`config.mk`:
```
export PLATFORM = sky130hd
export DESIGN_NAME = rfx_radio_end_flat
export DESIGN_NICKNAME = d
export VERILOG_FILES = /design/src/rfx_pkg.sv /design/src/rfx_link_if.sv /design/src/rfx_radio_end.sv /design/src/flat_wrapper.sv
export VERILOG_INCLUDE_DIRS = /design/src
export SDC_FILE = /design/constraint.sdc
export NUM_CORES = 2
export LEC_CHECK = 0
export BUFFER_PORTS_ARGS = -buffer_cell sky130_fd_sc_hd__buf_4
export CORE_MARGIN = 5
export CORE_UTILIZATION = 44
export DETAILED_ROUTE_END_ITERATION = 16
export MAX_ROUTING_LAYER = met4
export SYNTH_ARGS = -nofsm -noshare
export SYNTH_HDL_FRONTEND = slang
export SYNTH_SLANG_ARGS = --single-unit
export TNS_END_PERCENT = 30
```
`constraint.sdc`:
```
create_clock -name pclk -period 143.4 [get_ports pclk]
set_clock_uncertainty 0.15 [all_clocks]
set_input_delay 28.68 -clock pclk [delete_from_list [all_inputs] [get_ports pclk]]
set_output_delay 28.68 -clock pclk [all_outputs]
set_load 0.05 [all_outputs]
```
`src/rfx_map.svh`:
```
`ifndef RFX_MAP_SVH
`define RFX_MAP_SVH

// ****************************************
// Radio end register offsets (link addr)
// ****************************************
`define RFX_REG_MODE 4'h0
`define RFX_REG_TXCFG 4'h1
`define RFX_REG_TXPWR 4'h2
`define RFX_REG_DECIM 4'h3
`define RFX_REG_RGAIN 4'h4
`define RFX_REG_MODUL 4'h5
`define RFX_REG_FDEV 4'h6
`define RFX_REG_TX_BIT_RATE_SETTING 4'h7
`define RFX_REG_ENC 4'h8
`define RFX_REG_FDATA 4'h9
`define RFX_REG_FCOUNT 4'hA
`define RFX_REG_FSTAT 4'hB
`define RFX_REG_FTHR 4'hC
`define RFX_REG_IMASK 4'hD

// ****************************************
// Field positions
// ****************************************
`define RFX_MODE_TX 0
`define RFX_MODE_RAW 1
`define RFX_TXCFG_DIFF 0
`define RFX_TXCFG_SE 1
`define RFX_TXCFG_SHAPE 2
`define RFX_TXCFG_RAMP_LSB 3
`define RFX_ENC_INV 0
`define RFX_ENC_DIFF 1
`define RFX_ENC_MANCH 2
`define RFX_ENC_WHITEN 3
`define RFX_ST_EMPTY 0
`define RFX_ST_NEMPTY 1
`define RFX_ST_FULL 2
`define RFX_ST_NFULL 3
`define RFX_ST_LEVEL 4

// ****************************************
// Reset values and codes
// ****************************************
`define RFX_RST_TXCFG 8'h05
`define RFX_RST_TX_BIT_RATE_SETTING 8'h07
`define RFX_RST_FTHR 8'h80
`define RFX_MOD_ASK 8'h00
`define RFX_FLAG 8'h7E
`define RFX_CHUNK_HDR 8'h21
`define RFX_SCR_TAP_A 4
`define RFX_SCR_TAP_B 8
`define RFX_FIFO_DEPTH 9'h100

// ****************************************
// Controller APB offsets
// ****************************************
`define RFX_APB_CMD 8'h00
`define RFX_APB_STATUS 8'h04
`define RFX_APB_DMA 8'h08
`define RFX_CMD_WRITE 12
`define RFX_DMA_TX_EN 0
`define RFX_DMA_RX_EN 1

`endif

```
`src/rfx_pkg.sv`:
```
package rfx_pkg;
  typedef enum logic [2:0] {
    TS_IDLE = 3'b001,
    TS_DATA = 3'b010,
    TS_END = 3'b100
  } rfx_txst_e;

  typedef enum logic [2:0] {
    SRC_CPU = 3'b001,
    SRC_DTX = 3'b010,
    SRC_DRX = 3'b100
  } rfx_src_e;

  typedef enum logic [1:0] {
    C_IDLE = 2'b01,
    C_WAIT = 2'b10
  } rfx_cst_e;
endpackage : rfx_pkg

```
`src/rfx_link_if.sv`:
```
`timescale 1ns/1ps
`default_nettype none
interface rfx_link_if;
  logic req;
  logic we;
  logic [3:0] addr;
  logic [7:0] wdata;
  logic ack;
  logic [7:0] rdata;
  logic [4:0] status;
  logic irq;

  modport dev (
    input req,
    input we,
    input addr,
    input wdata,
    output ack,
    output rdata,
    output status,
    output irq
  );

  modport ctl (
    output req,
    output we,
    output addr,
    output wdata,
    input ack,
    input rdata,
    input status,
    input irq
  );
endinterface : rfx_link_if
`default_nettype wire

```
`src/rfx_radio_end.sv`:
```
// Chosen here: the link slave port and the placing of the registers.
`timescale 1ns/1ps
`default_nettype none
`include "rfx_map.svh"

// Contract
// - Two select bits route PA output
// - Power coefficient sets PA level
// - Shape bit gives raised-cosine amplitude
// - Ramp lasts one to eight bits
// - Channel_filter_decim setting programs channel filter bandwidth
// - One modulation setting for TX and RX
// - Timing and datarate gains programmable
// - Deviation and bit rate programmable
// - Invert option flips every bit
// - Differential: one toggles, zero holds
// - Manchester doubles line rate
// - Self-synchronizing whitening, no extra bits
// - Packet or raw framing both ways
// - All payload through one 256-byte FIFO
// - FIFO holds chunks with length/type header
// - FIFO direction follows transmit or receive
// - Polling host reads status or count
// - Empty, not empty, full, not full, level sources
// - Interrupts clear only when cause disappears
// - DMA may replace processor FIFO access
module rfx_radio_end (
  input wire logic pclk,
  input wire logic presetn,
  rfx_link_if.dev link,
  input wire logic rx_line,
  output logic tx_line,
  output logic tx_differential_out_sel,
  output logic tx_single_ended_out_sel,
  output logic [7:0] pa_level,
  output logic [7:0] channel_filter_decim,
  output logic [3:0] timing_recovery_gain,
  output logic [3:0] datarate_recovery_gain,
  output logic [7:0] modulation_sel,
  output logic [7:0] freq_deviation_setting,
  output logic [7:0] tx_bit_rate_setting
);
  // ****************************************
  // Helpers
  // ****************************************
  function automatic logic is_cfg(input logic [3:0] a);
    is_cfg = (a <= `RFX_REG_ENC) || (a == `RFX_REG_FTHR) || (a == `RFX_REG_IMASK);
  endfunction : is_cfg

  function automatic logic [7:0] rst_val(input int i);
    case (i)
      1: rst_val = `RFX_RST_TXCFG;
      7: rst_val = `RFX_RST_TX_BIT_RATE_SETTING;
      12: rst_val = `RFX_RST_FTHR;
      default: rst_val = 8'h00;
    endcase
  endfunction : rst_val

  // Linear ramp weight, optionally bent to a raised-cosine-like smoothstep
  function automatic logic [7:0] ramp_weight(input logic [3:0] k, input logic [3:0] len,
                                             input logic shape);
    logic [31:0] x;
    logic [31:0] s;
    x = (32'(k) * 32'd256) / 32'(len);
    s = (32'd3 * x * x - ((32'd2 * x * x * x) >> 8)) >> 8;
    if (!shape) s = x;
    ramp_weight = (s > 32'd255) ? 8'hFF : s[7:0];
  endfunction : ramp_weight

  // ****************************************
  // Configuration registers
  // ****************************************
  logic [7:0] cfg_q [0:15];
  logic [7:0] cfg_d [0:15];
  logic wr_cfg;
  logic tx_mode, raw_mode, inv_en, diff_en, manch_en, whiten_en;
  logic [3:0] ramp_len;

  assign wr_cfg = link.req & link.we & is_cfg(link.addr);
  assign tx_mode = cfg_q[`RFX_REG_MODE][`RFX_MODE_TX];
  assign raw_mode = cfg_q[`RFX_REG_MODE][`RFX_MODE_RAW];
  assign inv_en = cfg_q[`RFX_REG_ENC][`RFX_ENC_INV];
  assign diff_en = cfg_q[`RFX_REG_ENC][`RFX_ENC_DIFF];
  assign manch_en = cfg_q[`RFX_REG_ENC][`RFX_ENC_MANCH];
  assign whiten_en = cfg_q[`RFX_REG_ENC][`RFX_ENC_WHITEN];
  assign ramp_len = {1'b0, cfg_q[`RFX_REG_TXCFG][`RFX_TXCFG_RAMP_LSB +: 3]} + 4'h1;
  assign tx_differential_out_sel = cfg_q[`RFX_REG_TXCFG][`RFX_TXCFG_DIFF];
  assign tx_single_ended_out_sel = cfg_q[`RFX_REG_TXCFG][`RFX_TXCFG_SE];
  assign channel_filter_decim = cfg_q[`RFX_REG_DECIM];
  assign timing_recovery_gain = cfg_q[`RFX_REG_RGAIN][3:0];
  assign datarate_recovery_gain = cfg_q[`RFX_REG_RGAIN][7:4];
  assign modulation_sel = cfg_q[`RFX_REG_MODUL];
  assign freq_deviation_setting = cfg_q[`RFX_REG_FDEV];
  assign tx_bit_rate_setting = cfg_q[`RFX_REG_TX_BIT_RATE_SETTING];

  always_comb begin
    for (int i = 0; i < 16; i++) cfg_d[i] = cfg_q[i];
    if (wr_cfg) cfg_d[link.addr] = link.wdata;
  end

  always_ff @(posedge pclk or negedge presetn) begin
    if (!presetn) begin
      for (int i = 0; i < 16; i++) cfg_q[i] <= rst_val(i);
    end else begin
      for (int i = 0; i < 16; i++) cfg_q[i] <= cfg_d[i];
    end
  end

  // ****************************************
  // FIFO
  // ****************************************
  logic [7:0] mem [0:255];
  logic [7:0] wr_q, wr_d, rd_q, rd_d;
  logic [8:0] cnt_q, cnt_d;
  logic empty, full, flush, host_push, host_pop, radio_push, radio_pop, push, pop;
  logic [7:0] push_data, fifo_out, rx_hdr_or_byte;

  assign empty = (cnt_q == 9'h000);
  assign full = (cnt_q == `RFX_FIFO_DEPTH);
  assign fifo_out = mem[rd_q];
  // Direction change flushes so stale TX bytes never appear as RX data
  assign flush = link.req & link.we & (link.addr == `RFX_REG_MODE)
                 & (link.wdata[`RFX_MODE_TX] != tx_mode);
  // host fills in TX, drains in RX
  assign host_push = link.req & link.we & (link.addr == `RFX_REG_FDATA) & tx_mode & !full;
  assign host_pop = link.req & !link.we & (link.addr == `RFX_REG_FDATA) & !tx_mode & !empty;
  assign push = host_push | radio_push;
  assign pop = host_pop | radio_pop;
  assign push_data = tx_mode ? link.wdata : rx_hdr_or_byte;

  always_comb begin
    wr_d = push ? wr_q + 8'h01 : wr_q;
    rd_d = pop ? rd_q + 8'h01 : rd_q;
    cnt_d = cnt_q + {8'h00, push} - {8'h00, pop};
    if (flush) begin
      wr_d = 8'h00;
      rd_d = 8'h00;
      cnt_d = 9'h000;
    end
  end

  always_ff @(posedge pclk) begin
    if (push) mem[wr_q] <= push_data;
  end

  always_ff @(posedge pclk or negedge presetn) begin
    if (!presetn) begin
      wr_q <= 8'h00;
      rd_q <= 8'h00;
      cnt_q <= 9'h000;
    end else begin
      wr_q <= wr_d;
      rd_q <= rd_d;
      cnt_q <= cnt_d;
    end
  end

  // ****************************************
  // Link answer and status
  // ****************************************
  logic ack_d, ack_q, irq_d, irq_q;
  logic [7:0] rdata_d, rdata_q;
  logic [4:0] stat_d, stat_q;
  logic lvl_hit;

  always_comb begin
    lvl_hit = tx_mode ? (cnt_d <= {1'b0, cfg_d[`RFX_REG_FTHR]})
                      : (cnt_d >= {1'b0, cfg_d[`RFX_REG_FTHR]});
    // pure levels of count, no acknowledge
    stat_d[`RFX_ST_EMPTY] = (cnt_d == 9'h000);
    stat_d[`RFX_ST_NEMPTY] = (cnt_d != 9'h000);
    stat_d[`RFX_ST_FULL] = (cnt_d == `RFX_FIFO_DEPTH);
    stat_d[`RFX_ST_NFULL] = (cnt_d != `RFX_FIFO_DEPTH);
    stat_d[`RFX_ST_LEVEL] = lvl_hit;
    irq_d = |(stat_d & cfg_d[`RFX_REG_IMASK][4:0]);
    ack_d = link.req;
    rdata_d = 8'h00;
    if (link.req && !link.we) begin
      case (link.addr)
        `RFX_REG_FDATA: rdata_d = host_pop ? fifo_out : 8'h00;
        `RFX_REG_FCOUNT: rdata_d = cnt_q[7:0];
        `RFX_REG_FSTAT: rdata_d = {3'h0, stat_q};
        default: rdata_d = is_cfg(link.addr) ? cfg_q[link.addr] : 8'h00;
      endcase
    end
  end

  always_ff @(posedge pclk or negedge presetn) begin
    if (!presetn) begin
      ack_q <= 1'b0;
      rdata_q <= 8'h00;
      stat_q <= 5'h09;
      irq_q <= 1'b0;
    end else begin
      ack_q <= ack_d;
      rdata_q <= rdata_d;
      stat_q <= stat_d;
      irq_q <= irq_d;
    end
  end

  assign link.ack = ack_q;
  assign link.rdata = rdata_q;
  assign link.status = stat_q;
  assign link.irq = irq_q;

  // ****************************************
  // Bit timing, framing and encoder
  // ****************************************
  logic [7:0] div_q, div_d, sh_q, sh_d, nb, nsh, byte_q, byte_d;
  logic [2:0] bc_q, bc_d;
  logic [4:0] len_q, len_d;
  logic [8:0] scr_q, scr_d;
  logic [1:0] pend_q, pend_d;
  logic [3:0] k_q, k_d;
  logic [7:0] pa_d, pa_q;
  logic phase_q, phase_d, tick, step, need, dbit, w, e, lvl_q, lvl_d, enc_q, enc_d;
  logic line_q, line_d, a, d, x, inframe_q, inframe_d, sync1_q, sync2_q;
  logic [15:0] prod;
  rfx_pkg::rfx_txst_e st_q, st_d;

  assign tick = (div_q == 8'h00);
  // with Manchester on, one data bit per two line symbols; otherwise one per symbol
  assign step = tick & (!manch_en | !phase_q);
  assign need = step & tx_mode & (bc_q == 3'h0);
  assign rx_hdr_or_byte = pend_q[1] ? `RFX_CHUNK_HDR : byte_q;
  assign radio_push = !tx_mode & (pend_q != 2'b00) & !full;

  always_comb begin
    div_d = tick ? cfg_q[`RFX_REG_TX_BIT_RATE_SETTING] : div_q - 8'h01;
    phase_d = manch_en & (tick ? !phase_q : phase_q);
    nb = 8'h00;
    radio_pop = 1'b0;
    st_d = st_q;
    len_d = len_q;
    // packet mode unwraps chunk header into flagged frame
    if (need) begin
      if (raw_mode) begin
        radio_pop = !empty;
        nb = empty ? 8'h00 : fifo_out;
      end else begin
        case (st_q)
          rfx_pkg::TS_IDLE: if (!empty) begin
            radio_pop = 1'b1;
            len_d = fifo_out[4:0];
            nb = `RFX_FLAG;
            st_d = (fifo_out[4:0] == 5'h00) ? rfx_pkg::TS_END : rfx_pkg::TS_DATA;
          end
          rfx_pkg::TS_DATA: begin
            radio_pop = !empty;
            nb = empty ? 8'h00 : fifo_out;
            len_d = len_q - 5'h01;
            if (len_q == 5'h01) st_d = rfx_pkg::TS_END;
          end
          rfx_pkg::TS_END: begin
            nb = `RFX_FLAG;
            st_d = rfx_pkg::TS_IDLE;
          end
          default: st_d = rfx_pkg::TS_IDLE;
        endcase
      end
    end
    dbit = need ? nb[0] : sh_q[0];
    w = whiten_en ? (dbit ^ scr_q[`RFX_SCR_TAP_A] ^ scr_q[`RFX_SCR_TAP_B]) : dbit;
    e = (diff_en ? (lvl_q ^ w) : w) ^ inv_en;
    a = sync2_q ^ inv_en;
    d = diff_en ? (a ^ lvl_q) : a;
    x = whiten_en ? (d ^ scr_q[`RFX_SCR_TAP_A] ^ scr_q[`RFX_SCR_TAP_B]) : d;
    nsh = {x, sh_q[7:1]};
    sh_d = sh_q;
    bc_d = bc_q;
    scr_d = scr_q;
    lvl_d = lvl_q;
    enc_d = enc_q;
    line_d = tx_mode ? line_q : 1'b0;
    inframe_d = inframe_q;
    byte_d = byte_q;
    pend_d = pend_q[1] ? 2'b01 : 2'b00;
    if (step && tx_mode) begin
      sh_d = need ? {1'b0, nb[7:1]} : {1'b0, sh_q[7:1]};
      bc_d = bc_q - 3'h1;
      scr_d = {scr_q[7:0], w};
      lvl_d = diff_en ? (lvl_q ^ w) : lvl_q;
      enc_d = e;
      line_d = e;
    end else if (tick && tx_mode && manch_en) begin
      // second half symbol is the complement
      line_d = !enc_q;
    end else if (step) begin
      sh_d = nsh;
      scr_d = {scr_q[7:0], d};
      lvl_d = a;
      if (raw_mode || inframe_q) begin
        bc_d = bc_q + 3'h1;
        if (bc_q == 3'h7 && !(!raw_mode && nsh == `RFX_FLAG)) begin
          byte_d = nsh;
          // each received packet byte gets its own data chunk
          pend_d = raw_mode ? 2'b01 : 2'b11;
        end
      end else if (nsh == `RFX_FLAG) begin
        inframe_d = 1'b1;
        bc_d = 3'h0;
      end
    end
    if (flush) begin
      bc_d = 3'h0;
      st_d = rfx_pkg::TS_IDLE;
      inframe_d = 1'b0;
      pend_d = 2'b00;
    end
    k_d = k_q;
    if (step && tx_mode && k_q < ramp_len) k_d = k_q + 4'h1;
    if (step && !tx_mode && k_q != 4'h0) k_d = k_q - 4'h1;
    if (k_q > ramp_len) k_d = ramp_len;
    // level is coefficient times ramp weight
    prod = 16'(cfg_q[`RFX_REG_TXPWR]) *
           16'(ramp_weight(k_q, ramp_len, cfg_q[`RFX_REG_TXCFG][`RFX_TXCFG_SHAPE]));
    pa_d = prod[15:8];
    // ASK keys the PA off for a low line level
    if (cfg_q[`RFX_REG_MODUL] == `RFX_MOD_ASK && !line_q) pa_d = 8'h00;
  end

  always_ff @(posedge pclk or negedge presetn) begin
    if (!presetn) begin
      div_q <= 8'h00;
      phase_q <= 1'b0;
      sh_q <= 8'h00;
      bc_q <= 3'h0;
      len_q <= 5'h00;
      st_q <= rfx_pkg::TS_IDLE;
      scr_q <= 9'h000;
      lvl_q <= 1'b0;
      enc_q <= 1'b0;
      line_q <= 1'b0;
      inframe_q <= 1'b0;
      byte_q <= 8'h00;
      pend_q <= 2'b00;
      k_q <= 4'h0;
      pa_q <= 8'h00;
      sync1_q <= 1'b0;
      sync2_q <= 1'b0;
    end else begin
      div_q <= div_d;
      phase_q <= phase_d;
      sh_q <= sh_d;
      bc_q <= bc_d;
      len_q <= len_d;
      st_q <= st_d;
      scr_q <= scr_d;
      lvl_q <= lvl_d;
      enc_q <= enc_d;
      line_q <= line_d;
      inframe_q <= inframe_d;
      byte_q <= byte_d;
      pend_q <= pend_d;
      k_q <= k_d;
      pa_q <= pa_d;
      sync1_q <= rx_line;
      sync2_q <= sync1_q;
    end
  end

  assign tx_line = line_q;
  assign pa_level = pa_q;
endmodule : rfx_radio_end
`default_nettype wire

```
`src/flat_wrapper.sv`:
```
// flat-port wrapper written by rule: the top's interface ports become plain ports
module rfx_radio_end_flat 
  (pclk, presetn, rx_line, tx_line, tx_differential_out_sel, tx_single_ended_out_sel, pa_level, channel_filter_decim, timing_recovery_gain, datarate_recovery_gain, modulation_sel, freq_deviation_setting, tx_bit_rate_setting, link_req, link_we, link_addr, link_wdata, link_ack, link_rdata, link_status, link_irq);
  rfx_link_if link_i ();
  input wire logic pclk;
  input wire logic presetn;
  input wire logic rx_line;
  output logic tx_line;
  output logic tx_differential_out_sel;
  output logic tx_single_ended_out_sel;
  output logic [7:0] pa_level;
  output logic [7:0] channel_filter_decim;
  output logic [3:0] timing_recovery_gain;
  output logic [3:0] datarate_recovery_gain;
  output logic [7:0] modulation_sel;
  output logic [7:0] freq_deviation_setting;
  output logic [7:0] tx_bit_rate_setting;
  input wire logic [$bits(link_i.req)-1:0] link_req;
  input wire logic [$bits(link_i.we)-1:0] link_we;
  input wire logic [$bits(link_i.addr)-1:0] link_addr;
  input wire logic [$bits(link_i.wdata)-1:0] link_wdata;
  output wire logic [$bits(link_i.ack)-1:0] link_ack;
  output wire logic [$bits(link_i.rdata)-1:0] link_rdata;
  output wire logic [$bits(link_i.status)-1:0] link_status;
  output wire logic [$bits(link_i.irq)-1:0] link_irq;
  assign link_i.req = link_req;
  assign link_i.we = link_we;
  assign link_i.addr = link_addr;
  assign link_i.wdata = link_wdata;
  assign link_ack = link_i.ack;
  assign link_rdata = link_i.rdata;
  assign link_status = link_i.status;
  assign link_irq = link_i.irq;
  rfx_radio_end u_core (.pclk(pclk), .presetn(presetn), .link(link_i), .rx_line(rx_line), .tx_line(tx_line), .tx_differential_out_sel(tx_differential_out_sel), .tx_single_ended_out_sel(tx_single_ended_out_sel), .pa_level(pa_level), .channel_filter_decim(channel_filter_decim), .timing_recovery_gain(timing_recovery_gain), .datarate_recovery_gain(datarate_recovery_gain), .modulation_sel(modulation_sel), .freq_deviation_setting(freq_deviation_setting), .tx_bit_rate_setting(tx_bit_rate_setting));
endmodule
```
-- Yosys cells after proc, flatten, opt, wreduce, memory -nomap -nowiden
Memories as Yosys holds them, arrays and structs flattened.
Index checks and enable logic that the tools add are counted.
- logic and storage cells: 264
- input port bits: 17
- register bits: 233
- memory bits (writable): 2048
- memories: 1
- reduce and logical (&&, ||, !) cells: 52
- mux-type cells: 85
- div/mod/pow operators: 1
- multiply operators: 5
- add/subtract/negate cells: 12
- magnitude comparators: 8
- bitwise logic cells: 33
- equal/unequal tests: 26
- memory list (name ; words ; width ; read ports ; clocked after memory_dff ; write ports ; line ; RTL):
    u_core.mem ; 256 ; 8 ; 1 ; 0 ; 1 ; rfx_radio_end.sv:112 ; logic [7:0] mem [0:255];
- operators with widths (operator ; number):
    8-bit two-way mux ; 20
    128-bit bitwise mux ; 1
    31-bit by 32-bit multiplier with 31-bit output ; 2
    32-bit two-way mux ; 2
    8-bit case mux with 3 select lines ; 2
    3-bit two-way mux ; 12
    9-bit two-way mux ; 4
    8-bit binary-select mux with 4-bit select ; 1
    8-bit demux with 4-bit select ; 1
    12-bit by 4-bit divider with 32-bit output ; 1
    32-bit by 8-bit greater-than comparator with 1-bit output (second input constant) ; 1
    2-bit by 32-bit multiplier with 32-bit output (first input constant) ; 1
    32-bit by 32-bit multiplier with 32-bit output ; 1
    32-bit by 24-bit subtractor with 32-bit output ; 1
    1-bit two-way mux ; 26
    4-bit equality test (second input constant) ; 5
    9-bit equality test (second input constant) ; 2
    9-bit logical NOT ; 2
    1-bit bitwise AND ; 17
    8-bit by 1-bit adder with 8-bit output (second input constant) ; 2
    8-bit logical NOT ; 2
    8-bit by 8-bit multiplier with 16-bit output ; 1
    2-bit nonzero test ; 8
    2-bit two-way mux ; 7
    52 further kinds ; 100

-- Logic depth before layout (Yosys ltp)
- depth in word-level cells: 16
- depth in mapped cells: 484
- gate-level depth less buffers: 438

-- Least setup slack after synthesis
OpenSTA, ideal clock, no wires.
- kind: register to register
- from: register u_core.cfg_q[115] (netlist bit)
- to: register u_core.pa_q[7] (netlist: u_core.pa_level[7])
- setup time: 156 ps
- cell stages (with the launch flop): 458
- period minus slack after synthesis: 93018 ps
- buffers on the path: 52
- path slack: 50382 ps
- data arrival time: 92711 ps
- path through: dfrtp_1 ha_1 buf_4 xnor2_1 ha_1 nor2_1 a221oi_4 or4_4 nand2_1 ha_1 o21a_1 o2bb2ai_1 clkbuf_1 nor3b_1 a21o_1 ha_1 or3_1 o22ai_1 (+422 left out) fa_1 inv_1 fa_1 inv_1 fa_1 fa_1 ha_1 inv_1 o21ba_2 o21bai_2 a21oi_2 o21bai_2 a21oi_2 o21bai_1 a21oi_1 o21bai_1 xnor2_1 nor2_1
- longest elaborated chain between the ends: 10
- elaborated cells on any way between the ends: 12
- ends and longest elaborated chain (item ; line ; RTL):
    start, declared ; rfx_radio_end.sv:73 ; logic [7:0] cfg_q [0:15];
    3-bit by 1-bit adder with 4-bit output (*) ; rfx_radio_end.sv:86 ; assign ramp_len = {1'b0, cfg_q[`RFX_REG_TXCFG][`RFX_TXCFG_RAMP_LSB +: 3]} + 4'h1;
    12-bit by 4-bit divider with 32-bit output (*) ; rfx_radio_end.sv:64 ; x = (32'(k) * 32'd256) / 32'(len);
    2-bit by 32-bit multiplier with 32-bit output or 31-bit by 32-bit multiplier with 31-bit output (tied branches) ; rfx_radio_end.sv:65 ; s = (32'd3 * x * x - ((32'd2 * x * x * x) >> 8)) >> 8;
    32-bit by 32-bit multiplier with 32-bit output or 31-bit by 32-bit multiplier with 31-bit output (tied branches) ; rfx_radio_end.sv:65 ;
    32-bit by 24-bit subtractor with 32-bit output ; rfx_radio_end.sv:65 ;
    32-bit two-way mux (*) ; rfx_radio_end.sv:66 ; if (!shape) s = x;
    32-bit by 8-bit greater-than comparator with 1-bit output ; rfx_radio_end.sv:67 ; ramp_weight = (s > 32'd255) ? 8'hFF : s[7:0];
    8-bit two-way mux (*) ; rfx_radio_end.sv:67 ;
    8-bit by 8-bit multiplier with 16-bit output (*) ; rfx_radio_end.sv:316 ; prod = 16'(cfg_q[`RFX_REG_TXPWR]) *
    8-bit two-way mux (*) ; rfx_radio_end.sv:320 ; if (cfg_q[`RFX_REG_MODUL] == `RFX_MOD_ASK && !line_q) pa_d = 8'h00;
    via u_core.pa_d[7] ; rfx_radio_end.sv:216 ; logic [7:0] pa_d, pa_q;
    end signal, assigned ; rfx_radio_end.sv:357 ; pa_q <= pa_d;
    end, declared ; rfx_radio_end.sv:216 ;
The timed path passes the listed nets; every way through them passes the cells marked *.
A chain may end at the register's enable or synchronous reset.

-- Worst setup path after layout
Ends and elaborated chain as after synthesis.

==> reports/results.ini <==
[setup_path]
r2r_cells = 429
crit_fanout = 41
critPathRequiredTime_ns = 143.98
crit_path_end_kind = flop
worst_path_most_repeated_cell = ha_1
critical_path.startpoint_type = flop
slowest_stage = nor3_2
arrival_ns = 114.73
worstSetupStartpoint = u_core.cfg_q[115]$_DFFE_PN0P_
reg2reg_from = u_core.cfg_q[115]$_DFFE_PN0P_
path_class = reg -> reg
cp_slowest_stage_delay_ns = 0.94

[synthesis]
synthAdderAreaFrac_pct = 20.1
ys_top_cells_by_count = edfxtp_1, inv_1, fa_1, nand2_1, nor2_1
ys_warn_count = 0
synthesis.area_um2 = 154000
synthMostInstantiatedCell = edfxtp_1
synth_cell_types = 163
synth_xor_xnor_area_share_pct = 2.87
synth_top_family_by_area = adder cells
synth_top_area_share_pct = 39.8
ys.flop_type = edfxtp_1
synthMuxAreaShare_pct = 11.3
avgSynthCellArea_um2 = 12.5
ys_ff_latch = 2243
synth_compound_area_share_pct = 6.89
async_flop_share_pct = 8.69
synth_area_leaders = edfxtp_1, fa_1, mux4_2
yosys.area.top_type = edfxtp_1
synthSimpleGateAreaFrac_pct = 10.2
syn_inst = 12401
ys_seq_area_share_pct = 43.0
synth_edf_count = 2048

[place]
place.gp.congestion = 0.952
dp_cells = 16692
port_buffers = 82
hpwl_mm = 322

[cts]
holdBufCountCts = 0
cts_tree = yes
cts.clk_slew.worst_paths_ns = 0.06
cts_resized = 0
clockBufferDepth = 4
cts_buffers = 227
clock_latency_ns = 0.94
cts_setup_buffers = 0
h-tree-depth = 4
root_buffer = clkbuf_16
cts_sinks = 2243

[detailed_routing]
viasPerCell = 5.85
dr.pass1.iters = 8
drcViolationCount = 0
via_count = 100173
drtIter0Drc = 9469
wl_per_cell_um = 26.4
wl_mm = 451
ant_nets = 0

[sta]
rsz0062_at_grt = false
fin_setup_tns_ns = 0
post-route-min-period_ns = 114.16
finalCritPeriodShare_pct = 79.6
worst_pin_slew_ns = 1.47
final_max_slew_viol_count = 0
max_slew_margin_pct = 2.27
final-hold-violation-count = 0
setup_viol = 0
fmax_ghz = 0.00876

[floorplan]
die_y_um = 602
core_um2 = 349000
rows = 217
start_util_pct = 44.2
die-area_um2 = 363000
die_w_um = 602
ios = 83

[outcome]
status = finished, final reports clean

[job]
cap_viol_max_count = 0

[grt]
grt_overflow_total = 0
antenna_found_initial = 12
grt_max_degree = 205
grt_pass1_wl_mm = 681
grt_usage_pct = 25.4
first_global_vias = 104172

[min_path]
min_from = u_core.sync1_q$_DFF_PN0_
hold-path-cell-count = 0
worstHoldPathType = reg -> reg

[layout]
nets = 14115
layout-drive-gt1-share_pct = 13.8
layoutNonFillerInstCount = 17118
synthToLayoutAreaGrowth_pct = 8.41

-- sequential cells by signal (all words and copies together), names as in the netlist, 9 cells and up --
register	flops
u_core.mem	2048
u_core.cfg_q	48
u_core.cnt_q	9
u_core.scr_q	9
-- worst paths after layout --
check,end,slack (ns)
worst max-delay path,u_core.pa_level[7]$_DFF_PN0_,29.24
worst min-delay path,u_core.sync2_q$_DFF_PN0_,0.23
worst max register to register,u_core.pa_level[7]$_DFF_PN0_,29.24
worst min register to register,u_core.sync2_q$_DFF_PN0_,0.23
max in group asynchronous,u_core.rd_q[1]$_DFFE_PN0P_,113.96
min in group asynchronous,u_core.modulation_sel[5]$_DFFE_PN0P_,27.66
-- critical path: cells and delay by family (launching register included) --
kind / cells / cell delay [ns]
multiplexers: 11 / 4.31
flip-flops: 1 / 0.34
adder cells (fa/ha/maj): 60 / 22.71
buffers and inverters: 63 / 14.93
XOR/XNOR: 37 / 6.29
AND/OR/NAND/NOR: 121 / 33.15
AO/OA/AOI/OAI: 137 / 31.63
-- cells by family after synthesis --
| family | Yosys count |
|---|---|
| and+or+nand+nor | 3269 |
| DFF | 2243 |
| buffers and inverters | 2225 |
| adders and majority gates | 1777 |
| AOI/OAI and AO/OA | 1505 |
| muxes | 880 |
| xor gates and xnor gates | 501 |
| other | 1 |
-- per-layer routing --
| metal | GRT usage [%] | wire length [µm] | vias to the layer above |
|---|---|---|---|
| met2 | 41.6 | 220000 | 3687 |
| met3 | 2.88 | 27800 | 731 |
| li1 | - | - | 43527 |
| met4 | 7.82 | 16700 | 0 |
| met5 | - | 0 | - |
| met1 | 33.5 | 187000 | 52228 |
-- layout by cell type (no fill, tap or decap), types with 87 or more instances in the layout --
master	count
edfxtp_1	2048
inv_1	1595
fa_1	1169
nand2_1	1166
nor2_1	894
mux4_2	675
ha_1	607
xnor2_1	363
a21oi_1	347
buf_4	263
and2_1	256
clkbuf_16	228
o21ai_0	190
dfrtp_1	179
nor3_1	143
nand3_1	129
mux2_2	120
xor2_1	113
nand2b_1	93
a21o_1	87
-- metrics by stage --
stage	hold WS, ns	utilization, %	instance area, µm²	worst slack (ns)
CTS	0.239	47.9	167000	29.89
detailed placement	0.226	45.8	160000	30.21
global placement	0.213	45.8	160000	32.86
global route	0.245	47.9	167000	21.44
finish	0.228	47.9	167000	29.24
floorplan	0.181	-	155000	50.38
-- final cells by class --
type	count	area (µm²)
fill	30609	182000
inverter	1626	6110
clock buffer	285	6010
sequential	2243	66400
antenna	7	17.5
multi-input combinational	7951	79600
timing repair buffer	273	2170
tap	4599	5750
clock inverter	134	1380
Power is left out: the tool's default activity adds up to more than one toggle a clock period on the data nets, which glitch-free logic cannot reach.
